===== src/core/pisr_pkg.sv =====
package pisr_pkg;

    // command codes
    localparam logic [7:0] CMD_FEATURE  = 8'h19;
    localparam logic [7:0] CMD_BUS_REV  = 8'h98;
    localparam logic [7:0] CMD_MAKER_ID = 8'hE7;
    localparam logic [7:0] CMD_LOT      = 8'hE8;
    localparam logic [7:0] CMD_INFO     = 8'hB6;
    localparam logic [7:0] CMD_TOOL_A   = 8'hB0;
    localparam logic [7:0] CMD_TOOL_B   = 8'hB1;
    localparam logic [7:0] CMD_OEM      = 8'hB2;
    localparam logic [7:0] CMD_SCR_PG   = 8'hB3;
    localparam logic [7:0] CMD_SCR_GL   = 8'hB4;
    localparam logic [7:0] CMD_RES1     = 8'hB5;
    localparam logic [7:0] CMD_RES2     = 8'hBC;

    // feature summary byte fields
    localparam int         FEAT_PEC_POS   = 7;
    localparam int         FEAT_SCL_LSB   = 5;
    localparam int         FEAT_ALERT_POS = 4;
    localparam logic       FEAT_PEC       = 1'h1;
    localparam logic [1:0] FEAT_SCL_400K  = 2'h1;
    localparam logic       FEAT_ALERT     = 1'h1;
    localparam logic [3:0] FEAT_RSVD      = 4'h0;
    localparam logic [7:0] FEATURE_VAL    = {FEAT_PEC, FEAT_SCL_400K, FEAT_ALERT, FEAT_RSVD};

    localparam logic [7:0]  BUS_REV_VAL   = 8'h11;
    // identification code: value is arbitrary
    localparam logic [15:0] MAKER_ID_VAL  = 16'h5A3C;

    // maker info word
    localparam int   INFO_ECC_POS = 5;
    localparam logic INFO_ECC_RST = 1'h1;

    // reset values
    localparam logic [15:0] WORD_RST = 16'h0000;
    localparam logic [7:0]  LOT_RST  = 8'h00;

    localparam int NUM_PAGES = 4;

    typedef logic [15:0] pisr_word_t;
    typedef logic [1:0]  pisr_page_t;

    typedef enum logic [1:0] {
        INF_BOOT = 2'b00,
        INF_RUN  = 2'b01
    } pisr_info_state_t;

endpackage


===== src/core/pisr_info_capture.sv =====
`timescale 1ns/100ps
module pisr_info_capture
    import pisr_pkg::*;
(
    input  wire logic clk_i,
    input  wire logic reset_i,
    input  wire logic restore_user_i,
    input  wire logic bulk_read_i,
    input  wire logic ecc_corrected_i,
    output logic      ecc_clean_o
);

    pisr_info_state_t state_ff;
    pisr_info_state_t nxt_state;
    logic             clean_ff;
    logic             nxt_clean;

    // the first clock after reset release stands for the power-on refresh
    always_comb begin
        nxt_state = state_ff;
        nxt_clean = clean_ff;
        case (state_ff)
            INF_BOOT: begin
                nxt_clean = ~ecc_corrected_i;
                nxt_state = INF_RUN;
            end
            INF_RUN: begin
                if (restore_user_i || bulk_read_i) begin
                    nxt_clean = ~ecc_corrected_i;
                end
            end
            default: nxt_state = INF_BOOT;
        endcase
    end

    always_ff @(posedge clk_i or posedge reset_i) begin
        if (reset_i) begin
            state_ff <= INF_BOOT;
            clean_ff <= INFO_ECC_RST;
        end else begin
            state_ff <= nxt_state;
            clean_ff <= nxt_clean;
        end
    end

    assign ecc_clean_o = clean_ff;

    property p_refresh;
        @(posedge clk_i) disable iff (reset_i)
        (state_ff == INF_RUN) && (restore_user_i || bulk_read_i)
            |=> (ecc_clean_o == !$past(ecc_corrected_i));
    endproperty
    a_refresh: assert property (p_refresh)
        else $error("ecc status not refreshed");

    property p_hold;
        @(posedge clk_i) disable iff (reset_i)
        (state_ff == INF_RUN) && !restore_user_i && !bulk_read_i |=> $stable(ecc_clean_o);
    endproperty
    a_hold: assert property (p_hold)
        else $error("ecc status changed without refresh");

endmodule // pisr_info_capture


===== src/core/pisr_regs.sv =====
`timescale 1ns/100ps
// Functional notes
// - The feature byte always reads with bit 7 set, advertising error checking support.
// - Whether error checking is required is not shown in the feature byte at all.
// - Feature bits 6:5 always read 01b, a 400 kHz bus ceiling.
// - Feature bit 4 reads 1 for alert support and bits 3:0 read zero.
// - The feature byte is read-only at code 0x19 and always holds 0xB0.
// - The bus standard version byte is read-only at code 0x98 and holds 0x11.
// - The maker identifier word is read-only at code 0xE7 and always the same.
// - The factory lot byte is read-only, nonvolatile and holds one value per page.
// - The maker info word is refreshed after reset, user reload and bulk reads.
// - Maker info bit 5 reads 0 after ECC corrections and 1 without; others are 0.
// - Scratch words at 0xB3 (paged) and 0xB4 (unpaged) are read/write, reset 0x0000.
// - Scratch storage is ten bytes: one global word and four independent page words.
// - Read/write words also sit at 0xB0-0xB2, 0xB5 and 0xBC, paged at 0xB1/0xB5/0xBC.
module pisr_regs
    import pisr_pkg::*;
(
    input  wire logic        clk_i,
    input  wire logic        reset_i,
    input  wire logic        cmd_valid_i,
    input  wire logic        cmd_write_i,
    input  wire logic [7:0]  cmd_code_i,
    input  wire logic [1:0]  cmd_page_i,
    input  wire logic [15:0] cmd_wdata_i,
    input  wire logic        nv_load_i,
    input  wire logic [7:0]  nv_code_i,
    input  wire logic [1:0]  nv_page_i,
    input  wire logic [15:0] nv_data_i,
    input  wire logic        restore_user_i,
    input  wire logic        bulk_read_i,
    input  wire logic        ecc_corrected_i,
    output logic             rsp_valid_o,
    output logic [15:0]      rsp_data_o,
    output logic             rsp_err_o
);

    pisr_word_t tool_a_ff;
    pisr_word_t nxt_tool_a;
    pisr_word_t oem_ff;
    pisr_word_t nxt_oem;
    pisr_word_t scr_gl_ff;
    pisr_word_t nxt_scr_gl;
    pisr_word_t tool_b_ff  [NUM_PAGES];
    pisr_word_t nxt_tool_b [NUM_PAGES];
    pisr_word_t scr_pg_ff  [NUM_PAGES];
    pisr_word_t nxt_scr_pg [NUM_PAGES];
    pisr_word_t res1_ff    [NUM_PAGES];
    pisr_word_t nxt_res1   [NUM_PAGES];
    pisr_word_t res2_ff    [NUM_PAGES];
    pisr_word_t nxt_res2   [NUM_PAGES];
    logic [7:0] lot_ff     [NUM_PAGES];
    logic [7:0] nxt_lot    [NUM_PAGES];

    logic       rsp_valid_ff;
    logic       nxt_rsp_valid;
    pisr_word_t rsp_data_ff;
    pisr_word_t nxt_rsp_data;
    logic       rsp_err_ff;
    logic       nxt_rsp_err;
    logic       ecc_clean;
    logic       host_wr;

    function automatic logic is_ro(input logic [7:0] code);
        return (code == CMD_FEATURE) || (code == CMD_BUS_REV) || (code == CMD_MAKER_ID)
            || (code == CMD_LOT) || (code == CMD_INFO);
    endfunction

    function automatic logic is_rw(input logic [7:0] code);
        return (code == CMD_TOOL_A) || (code == CMD_TOOL_B) || (code == CMD_OEM)
            || (code == CMD_SCR_PG) || (code == CMD_SCR_GL) || (code == CMD_RES1)
            || (code == CMD_RES2);
    endfunction

    pisr_info_capture pisr_info_capture_inst (
        .clk_i           (clk_i),
        .reset_i         (reset_i),
        .restore_user_i  (restore_user_i),
        .bulk_read_i     (bulk_read_i),
        .ecc_corrected_i (ecc_corrected_i),
        .ecc_clean_o     (ecc_clean)
    );

    assign host_wr = cmd_valid_i && cmd_write_i;

    // storage: eeprom image loads first, a host write in the same cycle wins
    always_comb begin
        nxt_tool_a = tool_a_ff;
        nxt_oem    = oem_ff;
        nxt_scr_gl = scr_gl_ff;
        nxt_tool_b = tool_b_ff;
        nxt_scr_pg = scr_pg_ff;
        nxt_res1   = res1_ff;
        nxt_res2   = res2_ff;
        nxt_lot    = lot_ff;
        if (nv_load_i) begin
            if (nv_code_i == CMD_TOOL_A) begin
                nxt_tool_a = nv_data_i;
            end else if (nv_code_i == CMD_TOOL_B) begin
                nxt_tool_b[nv_page_i] = nv_data_i;
            end else if (nv_code_i == CMD_OEM) begin
                nxt_oem = nv_data_i;
            end else if (nv_code_i == CMD_SCR_PG) begin
                nxt_scr_pg[nv_page_i] = nv_data_i;
            end else if (nv_code_i == CMD_SCR_GL) begin
                nxt_scr_gl = nv_data_i;
            end else if (nv_code_i == CMD_RES1) begin
                nxt_res1[nv_page_i] = nv_data_i;
            end else if (nv_code_i == CMD_LOT) begin
                nxt_lot[nv_page_i] = nv_data_i[7:0];
            end
            // the 0xBC word has no eeprom copy, so the image never loads it
        end
        if (host_wr && is_rw(cmd_code_i)) begin
            if (cmd_code_i == CMD_TOOL_A) begin
                nxt_tool_a = cmd_wdata_i;
            end else if (cmd_code_i == CMD_TOOL_B) begin
                nxt_tool_b[cmd_page_i] = cmd_wdata_i;
            end else if (cmd_code_i == CMD_OEM) begin
                nxt_oem = cmd_wdata_i;
            end else if (cmd_code_i == CMD_SCR_PG) begin
                nxt_scr_pg[cmd_page_i] = cmd_wdata_i;
            end else if (cmd_code_i == CMD_SCR_GL) begin
                nxt_scr_gl = cmd_wdata_i;
            end else if (cmd_code_i == CMD_RES1) begin
                nxt_res1[cmd_page_i] = cmd_wdata_i;
            end else begin
                nxt_res2[cmd_page_i] = cmd_wdata_i;
            end
        end
    end

    always_ff @(posedge clk_i or posedge reset_i) begin
        if (reset_i) begin
            tool_a_ff <= WORD_RST;
            oem_ff    <= WORD_RST;
            scr_gl_ff <= WORD_RST;
            for (int i = 0; i < NUM_PAGES; i++) begin
                tool_b_ff[i] <= WORD_RST;
                scr_pg_ff[i] <= WORD_RST;
                res1_ff[i]   <= WORD_RST;
                res2_ff[i]   <= WORD_RST;
                lot_ff[i]    <= LOT_RST;
            end
        end else begin
            tool_a_ff <= nxt_tool_a;
            oem_ff    <= nxt_oem;
            scr_gl_ff <= nxt_scr_gl;
            tool_b_ff <= nxt_tool_b;
            scr_pg_ff <= nxt_scr_pg;
            res1_ff   <= nxt_res1;
            res2_ff   <= nxt_res2;
            lot_ff    <= nxt_lot;
        end
    end

    // one answer per request, the cycle after; writes answer with zero data
    always_comb begin
        nxt_rsp_valid = cmd_valid_i;
        nxt_rsp_data  = WORD_RST;
        nxt_rsp_err   = 1'b0;
        if (cmd_valid_i && cmd_write_i) begin
            nxt_rsp_err = !is_rw(cmd_code_i);
        end else if (cmd_valid_i) begin
            nxt_rsp_err = !(is_rw(cmd_code_i) || is_ro(cmd_code_i));
            if (cmd_code_i == CMD_FEATURE) begin
                // built from constants only; pec-required lives elsewhere
                nxt_rsp_data = {8'h00, FEATURE_VAL};
            end else if (cmd_code_i == CMD_BUS_REV) begin
                nxt_rsp_data = {8'h00, BUS_REV_VAL};
            end else if (cmd_code_i == CMD_MAKER_ID) begin
                nxt_rsp_data = MAKER_ID_VAL;
            end else if (cmd_code_i == CMD_LOT) begin
                nxt_rsp_data = {8'h00, lot_ff[cmd_page_i]};
            end else if (cmd_code_i == CMD_INFO) begin
                nxt_rsp_data[INFO_ECC_POS] = ecc_clean;
            end else if (cmd_code_i == CMD_TOOL_A) begin
                nxt_rsp_data = tool_a_ff;
            end else if (cmd_code_i == CMD_TOOL_B) begin
                nxt_rsp_data = tool_b_ff[cmd_page_i];
            end else if (cmd_code_i == CMD_OEM) begin
                nxt_rsp_data = oem_ff;
            end else if (cmd_code_i == CMD_SCR_PG) begin
                nxt_rsp_data = scr_pg_ff[cmd_page_i];
            end else if (cmd_code_i == CMD_SCR_GL) begin
                nxt_rsp_data = scr_gl_ff;
            end else if (cmd_code_i == CMD_RES1) begin
                nxt_rsp_data = res1_ff[cmd_page_i];
            end else if (cmd_code_i == CMD_RES2) begin
                nxt_rsp_data = res2_ff[cmd_page_i];
            end
        end
    end

    always_ff @(posedge clk_i or posedge reset_i) begin
        if (reset_i) begin
            rsp_valid_ff <= 1'b0;
            rsp_data_ff  <= WORD_RST;
            rsp_err_ff   <= 1'b0;
        end else begin
            rsp_valid_ff <= nxt_rsp_valid;
            rsp_data_ff  <= nxt_rsp_data;
            rsp_err_ff   <= nxt_rsp_err;
        end
    end

    assign rsp_valid_o = rsp_valid_ff;
    assign rsp_data_o  = rsp_data_ff;
    assign rsp_err_o   = rsp_err_ff;

    // helpers for the checks below
    logic       rd_req;
    pisr_word_t scr_other;
    logic [1:0] page_other;

    assign rd_req     = cmd_valid_i && !cmd_write_i;
    assign page_other = cmd_page_i ^ 2'h1;
    assign scr_other  = scr_pg_ff[page_other];

    property p_feat_pec;
        @(posedge clk_i) disable iff (reset_i)
        rd_req && (cmd_code_i == CMD_FEATURE) |=> rsp_valid_o && rsp_data_o[FEAT_PEC_POS];
    endproperty
    a_feat_pec: assert property (p_feat_pec)
        else $error("feature byte lost pec bit");

    property p_feat_scl;
        @(posedge clk_i) disable iff (reset_i)
        rd_req && (cmd_code_i == CMD_FEATURE)
            |=> rsp_data_o[FEAT_SCL_LSB +: 2] == 2'h1;
    endproperty
    a_feat_scl: assert property (p_feat_scl)
        else $error("feature bus speed field wrong");

    property p_feat_low;
        @(posedge clk_i) disable iff (reset_i)
        rd_req && (cmd_code_i == CMD_FEATURE)
            |=> rsp_data_o[FEAT_ALERT_POS] && (rsp_data_o[3:0] == 4'h0);
    endproperty
    a_feat_low: assert property (p_feat_low)
        else $error("feature alert or reserved bits wrong");

    property p_feat_val;
        @(posedge clk_i) disable iff (reset_i)
        rd_req && (cmd_code_i == CMD_FEATURE)
            |=> (rsp_data_o == 16'h00B0) && !rsp_err_o;
    endproperty
    a_feat_val: assert property (p_feat_val)
        else $error("feature byte not 0xB0");

    property p_rev;
        @(posedge clk_i) disable iff (reset_i)
        rd_req && (cmd_code_i == CMD_BUS_REV) |=> rsp_data_o == 16'h0011;
    endproperty
    a_rev: assert property (p_rev)
        else $error("bus revision not 0x11");

    property p_id;
        @(posedge clk_i) disable iff (reset_i)
        rd_req && (cmd_code_i == CMD_MAKER_ID) |=> rsp_data_o == MAKER_ID_VAL;
    endproperty
    a_id: assert property (p_id)
        else $error("maker identifier changed");

    property p_lot;
        @(posedge clk_i) disable iff (reset_i)
        rd_req && (cmd_code_i == CMD_LOT)
            |=> rsp_data_o == {8'h00, $past(lot_ff[cmd_page_i])};
    endproperty
    a_lot: assert property (p_lot)
        else $error("lot code read wrong page");

    property p_info;
        @(posedge clk_i) disable iff (reset_i)
        rd_req && (cmd_code_i == CMD_INFO)
            |=> rsp_data_o == {10'h000, $past(ecc_clean), 5'h00};
    endproperty
    a_info: assert property (p_info)
        else $error("maker info word layout wrong");

    property p_scr_wr;
        @(posedge clk_i) disable iff (reset_i)
        host_wr && (cmd_code_i == CMD_SCR_PG)
            |=> scr_pg_ff[$past(cmd_page_i)] == $past(cmd_wdata_i);
    endproperty
    a_scr_wr: assert property (p_scr_wr)
        else $error("paged scratch write lost");

    property p_scr_indep;
        @(posedge clk_i) disable iff (reset_i)
        host_wr && (cmd_code_i == CMD_SCR_PG) && !nv_load_i
            |=> scr_pg_ff[$past(page_other)] == $past(scr_other);
    endproperty
    a_scr_indep: assert property (p_scr_indep)
        else $error("scratch write disturbed another page");

    property p_res2;
        @(posedge clk_i) disable iff (reset_i)
        host_wr && (cmd_code_i == CMD_RES2)
            |=> res2_ff[$past(cmd_page_i)] == $past(cmd_wdata_i);
    endproperty
    a_res2: assert property (p_res2)
        else $error("reserved paged word write lost");

    property p_ro_wr;
        @(posedge clk_i) disable iff (reset_i)
        host_wr && is_ro(cmd_code_i) && !nv_load_i
            |=> rsp_err_o && $stable(scr_gl_ff) && $stable(tool_a_ff) && $stable(oem_ff);
    endproperty
    a_ro_wr: assert property (p_ro_wr)
        else $error("read-only write had an effect");

endmodule // pisr_regs


===== config.mk =====
export PLATFORM = sky130hd
export DESIGN_NAME = pisr_regs
export DESIGN_NICKNAME = d
export VERILOG_FILES = /design/src/core/pisr_pkg.sv /design/src/core/pisr_info_capture.sv /design/src/core/pisr_regs.sv
export SDC_FILE = /design/constraint.sdc
export NUM_CORES = 1
export LEC_CHECK = 0
export ABC_CLOCK_PERIOD_IN_PS = 16900
export BUFFER_PORTS_ARGS = -buffer_cell sky130_fd_sc_hd__buf_4
export CELL_PAD_IN_SITES_DETAIL_PLACEMENT = 0
export CELL_PAD_IN_SITES_GLOBAL_PLACEMENT = 1
export CORE_MARGIN = 2
export CORE_UTILIZATION = 24
export CTS_BUF_LIST = sky130_fd_sc_hd__clkbuf_8
export CTS_CLUSTER_SIZE = 14
export DETAILED_ROUTE_END_ITERATION = 8
export PLACE_DENSITY_LB_ADDON = 0.1
export REMOVE_ABC_BUFFERS = 1
export SYNTH_ARGS = -nofsm -noshare
export SYNTH_HDL_FRONTEND = slang
export SYNTH_SLANG_ARGS = --single-unit

===== constraint.sdc =====
create_clock -name clk_i -period 16.9 [get_ports clk_i]
set_clock_uncertainty 0.2 [all_clocks]
set_input_delay 2.535 -clock clk_i [delete_from_list [all_inputs] [get_ports clk_i]]
set_output_delay 2.535 -clock clk_i [all_outputs]
set_load 0.01 [all_outputs]

# --- Yosys cells after proc, flatten, opt, wreduce, memory -nomap -nowiden ---
# Cells that the tools add are included.
classes:
  mux: 104
  div: 0
  order_cmp: 4
  mul: 0
  shifts: 0
  n_eq_ne: 21
  n_addsub: 0
  reduce_logical: 23
  n_bitwise: 15
ops:
  columns: ["operator", "n"]
  rows:
  - ["$mux W64", 30]
  - ["$mux W16", 47]
  - ["$bwmux W64", 7]
  - ["$eq A8 B8 Y1 const B", 18]
  - ["$bmux W16 S2", 4]
  - ["$demux W16 S2", 2]
  - ["$bwmux W32", 1]
  - ["$mux W8", 3]
  - ["$bmux W8 S2", 1]
  - ["$demux W8 S2", 1]
  - ["$not A1 Y1", 13]
  - ["$logic_or A1 B1 Y1", 12]
  - ["$mux W10", 1]
  - ["$eq A8 B5 Y1 const B", 1]
  - ["$reduce_and A8 Y1", 1]
  - ["$reduce_and A7 Y1", 1]
  - ["$ge A3 B3 Y1 const B", 2]
  - ["$lt A3 B1 Y1 const B", 2]
  - ["$not A2 Y3", 2]
  - ["$mux W5", 1]
  - ["$logic_and A1 B1 Y1", 4]
  - ["$mux W1", 4]
  - ["$pmux W2 S2", 1]
  - ["$eq A2 B1 Y1 const B", 1]
  - ["6 further kinds", 7]
word_totals:
  in_bits: 60
  mem_bits_rw: 0
  wordCells: 195
  mem_count: 0
  latch_bits: 0
  reg_bits: 357
  romBits: 0

# --- Longest topological paths before layout ---
depth:
  ltp_word: 21
  depth_mapped: 9
  mapped_depth_nobuf: 5

# --- Modules after synthesis ---
# A second synthesis with hierarchy kept.
unflattened:
  hier_cells: 1719
  area_unflattened_um2: 18696.7
modules_own_cells:
  columns: ["module", "area_per_inst_um2", "cells_per_inst", "n_inst", "seq_area_each_um2"]
  rows:
  - ["pisr_regs", 18611.6, 1712, 1, 8858.5]
  - ["pisr_info_capture", 85.1, 7, 1, 51.3]

# --- Least setup slack after synthesis ---
# Ideal clock, no wire load.
synth_timing:
  path_kind: "input to register"
  start: "input port cmd_page_i[0]"
  end: "register rsp_data_ff[4] (netlist: rsp_data_o[4])"
  slack_ps: 12388
  path_stages: 7
  arrival_time_ps: 4176
  path_cell_list: "buf_4 buf_4 buf_2 mux4_2 a211oi_1 o31a_1 o22ai_1"
synth_between:
  elab_chain_cells: 18
  elab_cells_between_ends: 30
  cone_classes: "mux (29); bitwise (1)"
synth_lines:
  columns: ["item", "line_no", "text"]
  rows:
  - ["from (decl)", "pisr_regs.sv:24", "input wire logic [1:0] cmd_page_i,"]
  - ["$not A2 Y3 (not written as such) *", null, null]
  - ["$bmux W16 S2", "pisr_regs.sv:190", "nxt_rsp_data = res2_ff[cmd_page_i];"]
  - ["$mux W16 (not written as such) (2 in a row)", "pisr_regs.sv:190", null]
  - ["$mux W16", "pisr_regs.sv:189", "end else if (cmd_code_i == CMD_RES2) begin"]
  - ["$mux W16", "pisr_regs.sv:187", "end else if (cmd_code_i == CMD_RES1) begin"]
  - ["$mux W16", "pisr_regs.sv:185", "end else if (cmd_code_i == CMD_SCR_GL) begin"]
  - ["$mux W16", "pisr_regs.sv:183", "end else if (cmd_code_i == CMD_SCR_PG) begin"]
  - ["$mux W16", "pisr_regs.sv:181", "end else if (cmd_code_i == CMD_OEM) begin"]
  - ["[... 2 more ...]", null, null]
  - ["$mux W5", "pisr_regs.sv:175", "end else if (cmd_code_i == CMD_INFO) begin"]
  - ["$mux W16 *", "pisr_regs.sv:173", "end else if (cmd_code_i == CMD_LOT) begin"]
  - ["$mux W16 *", "pisr_regs.sv:171", "end else if (cmd_code_i == CMD_MAKER_ID) begin"]
  - ["$mux W16 *", "pisr_regs.sv:169", "end else if (cmd_code_i == CMD_BUS_REV) begin"]
  - ["$mux W16 *", "pisr_regs.sv:166", "if (cmd_code_i == CMD_FEATURE) begin"]
  - ["$mux W16 *", "pisr_regs.sv:164", "end else if (cmd_valid_i) begin"]
  - ["$mux W16 *", "pisr_regs.sv:162", "if (cmd_valid_i && cmd_write_i) begin"]
  - ["via nxt_rsp_data[4]", "pisr_regs.sv:58", "pisr_word_t nxt_rsp_data;"]
  - ["to (signal assigned)", "pisr_regs.sv:202", "rsp_data_ff <= nxt_rsp_data;"]
  - ["to (decl)", "pisr_regs.sv:57", "pisr_word_t rsp_data_ff;"]
# Mark *: on every way through the listed nets, which the timed path passes. The rest lies on a longest branch. The select of a mux whose other input is x is not followed.
# A chain may end at the register's enable or synchronous reset.

# --- Worst setup path in the final report ---
layout_timing:
  start: "input port cmd_page_i[1]"
  end: "register rsp_data_ff[5] (netlist: rsp_data_o[5])"
layout_between:
  elab_chain_cells: 18
  elab_cells_between_ends: 30
  cone_classes: "mux (29); bitwise (1)"
layout_lines:
  columns: ["item", "line_no"]
  rows:
  - ["$not A2 Y3 (not written as such) *", null]
  - ["$bmux W16 S2", "pisr_regs.sv:190"]
  - ["$mux W16 (not written as such) (2 in a row)", "pisr_regs.sv:190"]
  - ["$mux W16", "pisr_regs.sv:189"]
  - ["$mux W16", "pisr_regs.sv:187"]
  - ["$mux W16", "pisr_regs.sv:185"]
  - ["$mux W16", "pisr_regs.sv:183"]
  - ["$mux W16", "pisr_regs.sv:181"]
  - ["[... 2 more ...]", null]
  - ["$mux W1", "pisr_regs.sv:175"]
  - ["$mux W16 *", "pisr_regs.sv:173"]
  - ["$mux W16 *", "pisr_regs.sv:171"]
  - ["$mux W16 *", "pisr_regs.sv:169"]
  - ["$mux W16 *", "pisr_regs.sv:166"]
  - ["$mux W16 *", "pisr_regs.sv:164"]
  - ["$mux W16 *", "pisr_regs.sv:162"]
  - ["via nxt_rsp_data[5]", "pisr_regs.sv:58"]
# Marked as above.

==> flow_summary.json <==
{
  "status": "finished, final reports clean",
  "cts_setup_buffers": 0,
  "tightest_slew_ps": 1070,
  "wl_per_cell_um": 25.1,
  "mostFrequentLayoutCells": "355 x dfrtp_1, 265 x mux2i_1, 204 x nand2_1",
  "grt_pass1_vias": 14262,
  "hold_ws_ps": 290,
  "nets": 1818,
  "fin_cells": 2853,
  "worst-setup-path-type": "in2reg",
  "grt_first_pass_wirelength_um": 106000,
  "final_common_cell": "dfrtp_1",
  "synth_compound_area_share_pct": 10.8,
  "ir_drop_uv": 41.6,
  "endpoint_kind": "register",
  "hold_class": "reg2reg",
  "hold_violations": 0,
  "rows": 102,
  "vias_per_cell": 4.78,
  "synthCells": 1744,
  "postCtsHoldBufs": 0,
  "die_w_um": 284,
  "die-area_mm2": 0.0809,
  "final_max_slew_viol_count": 0,
  "maxCapViolations": 0,
  "drt-initial-drc-count": 1031,
  "tns_ps": 0,
  "ys_seq_elements": 356,
  "worst_setup_path_start_kind": "input pin",
  "gr-total-overflow": 0,
  "drt_wl_total_um": 71500,
  "vias": 13650,
  "arrival_ps": 5480,
  "antenna_found_initial": 3,
  "seq_area_frac_synth_pct": 47.2,
  "syn_to_final_growth_pct": 15.8,
  "yosys_warnings": 0,
  "pre_cts_slack_ps": 11010,
  "place_inst": 2723,
  "pwr_density_cell_mw_per_mm2": 89.9,
  "synthMuxAreaShare_pct": 27.7,
  "cts_root_buf": "clkbuf_8",
  "setup-violations-final": 0,
  "port_buffers": 77,
  "start_util_pct": 24.3,
  "die_height_um": 284,
  "max_freq_mhz": 193,
  "first_pass_iters": 5,
  "synth_edf_count": 0,
  "synthArstFlopShare_pct": 100,
  "core_mm2": 0.0777,
  "tritoncts": "built",
  "n_fill_cell": 8031,
  "synth_top_area_cell": "dfrtp_1",
  "cts_buffers": 73,
  "cts_resized": 0,
  "period_share_pct": 30.6,
  "drc_errors": 0,
  "cts_buffer_depth": 3,
  "postLayoutCoreUtil_pct": 28.1,
  "io_pins": 78,
  "gp_congestion": 0.792,
  "antenna_left": 0,
  "synthXorXnorAreaFrac_pct": 0.0464,
  "drive_above_1_share_pct": 23.5,
  "ys.flop_type": "dfrtp_1",
  "ys_types": 68,
  "rsz0062_at_grt": "no",
  "clk_latency_ps": 670,
  "worstPathRequired_ps": 17210,
  "synth.avg_cell_area_um2": 10.8,
  "synthAdderAreaFrac_pct": 0,
  "min_period_ps": 5170,
  "clk_pin_slew_worst_paths_ps": 60,
  "hpwl_um": 46300,
  "yosys.area_share.simple_pct": 10.1,
  "clock_sinks": 356,
  "syn_area_mm2": 0.0189,
  "synth_top_family_by_area": "multiplexers",
  "synth_top_area_share_pct": 47.1,
  "grt_max_degree": 114,
  "cts_max_level": 3,
  "slew_headroom_pct": 28.8,
  "grt.total_usage_pct": 17.8,
  "leakage_uw": 0.0108,
  "setup_slack_ps": 11730,
  "netlist_top_cells_area": "dfrtp_1 47%, mux2i_1 14%, mux4_2 7.4%",
  "worst-path-max-fanout": 49
}
final timing paths:
kind                                                         start                            endpoint  slack (ps)  cells past startpoint
worst min register to register  pisr_info_capture_inst.state_ff[0]  pisr_info_capture_inst.ecc_clean_o         290                      2
min in group asynchronous                                  reset_i                         res1_ff[33]        1840                      2
max in group asynchronous                                  reset_i                        tool_b_ff[3]       12140                      4
worst max-delay path                                 cmd_page_i[1]                       rsp_data_o[5]       11730                      7
worst min-delay path            pisr_info_capture_inst.state_ff[0]  pisr_info_capture_inst.ecc_clean_o         290                      2
worst max register to register                          res2_ff[5]                       rsp_data_o[5]       14630                      5
kinds of logic after synthesis:
logic type             count (synthesis)
other                                  1
multiplexers                         432
buffers and inverters                187
flip-flops                           356
AND/OR/NAND/NOR                      408
AO/OA/AOI/OAI                        359
XOR/XNOR                               1
power breakdown:
| part | switching (µW) | leakage, µW | total (µW) | internal (µW) |
|---|---|---|---|---|
| Sequential | 14.0 | 0.00493 | 891 | 877 |
| Combinational | 105 | 0.00498 | 153 | 47.9 |
| Clock | 420 | 0.000844 | 920 | 500 |
| Total | 539 | 0.0108 | 1960 | 1420 |
worst max-delay path: stages:
cell	delay (ps)
buf_4	630
buf_4	720
mux4_2	460
o211a_1	220
a211o_1	300
a311oi_1	360
nor3_1	140
final cells by class:
class                      instances  area [µm²]  share of cell area [%]
inverter                          14        60.1                   0.275
timing repair buffer             112         845                    3.86
antenna                            1        2.50                  0.0115
tap                             1040        1300                    5.95
sequential                       356        8910                    40.8
multi-input combinational       1201        9270                    42.4
clock buffer                      94        1290                    5.92
clock inverter                    35         173                   0.790
registers in the layout, indices dropped and copies added, names as in the netlist:
register	flops
tool_b_ff	64
res1_ff	64
scr_pg_ff	64
res2_ff	64
rsp_valid_o	1
oem_ff	16
pisr_info_capture_inst.state_ff	1
rsp_data_o	16
scr_gl_ff	16
lot_ff	32
rsp_err_o	1
pisr_info_capture_inst.ecc_clean_o	1
tool_a_ff	16
synthesized netlist by cell type (3+ instances only):
library cell and count:
a211oi_1 11, nor3_1 9, buf_1 24, o21bai_1 3
nor4b_1 3, nand3_1 13, nand4b_2 3, and2_1 4
nand3_2 5, nor4_1 9, or2_2 3, nand4_2 5
o21ai_1 8, buf_4 8, mux2_2 105, o211ai_1 3
nand2b_1 9, buf_2 47, o22ai_1 10, o2bb2ai_1 6
clkbuf_1 94, a22o_1 8, o221ai_1 3, nand4_1 6
a22oi_1 7, nor2_1 106, nor2b_1 8, mux2i_1 265
inv_1 14, o21ai_0 172, dfrtp_1 355, nor4_2 3
nand2_1 204, mux4_2 62, o32ai_1 4, o31a_1 4
a31oi_1 4, a21oi_1 98
routing by layer:
metal / part of all wire (%) / wire, µm / GRT usage (%)
met2: 46 / 32800 / 28.1
met3: 3.6 / 2550 / 2.73
met4: 1.9 / 1370 / 4.78
met5: 0 / 0 / 0
met1: 49 / 34800 / 25.3
per-stage QoR:
| step | total power [µW] | instance area, µm² |
|---|---|---|
| 5_1_grt | 2060 | 21900 |
| 3_5_place_dp | 1060 | 20400 |
| 3_3_place_gp | 1060 | 20400 |
| 6_report | 1960 | 21900 |
| 2_1_floorplan | 968 | 18100 |
| 4_1_cts | 2010 | 21800 |
(Power assumes the default switching activity.)
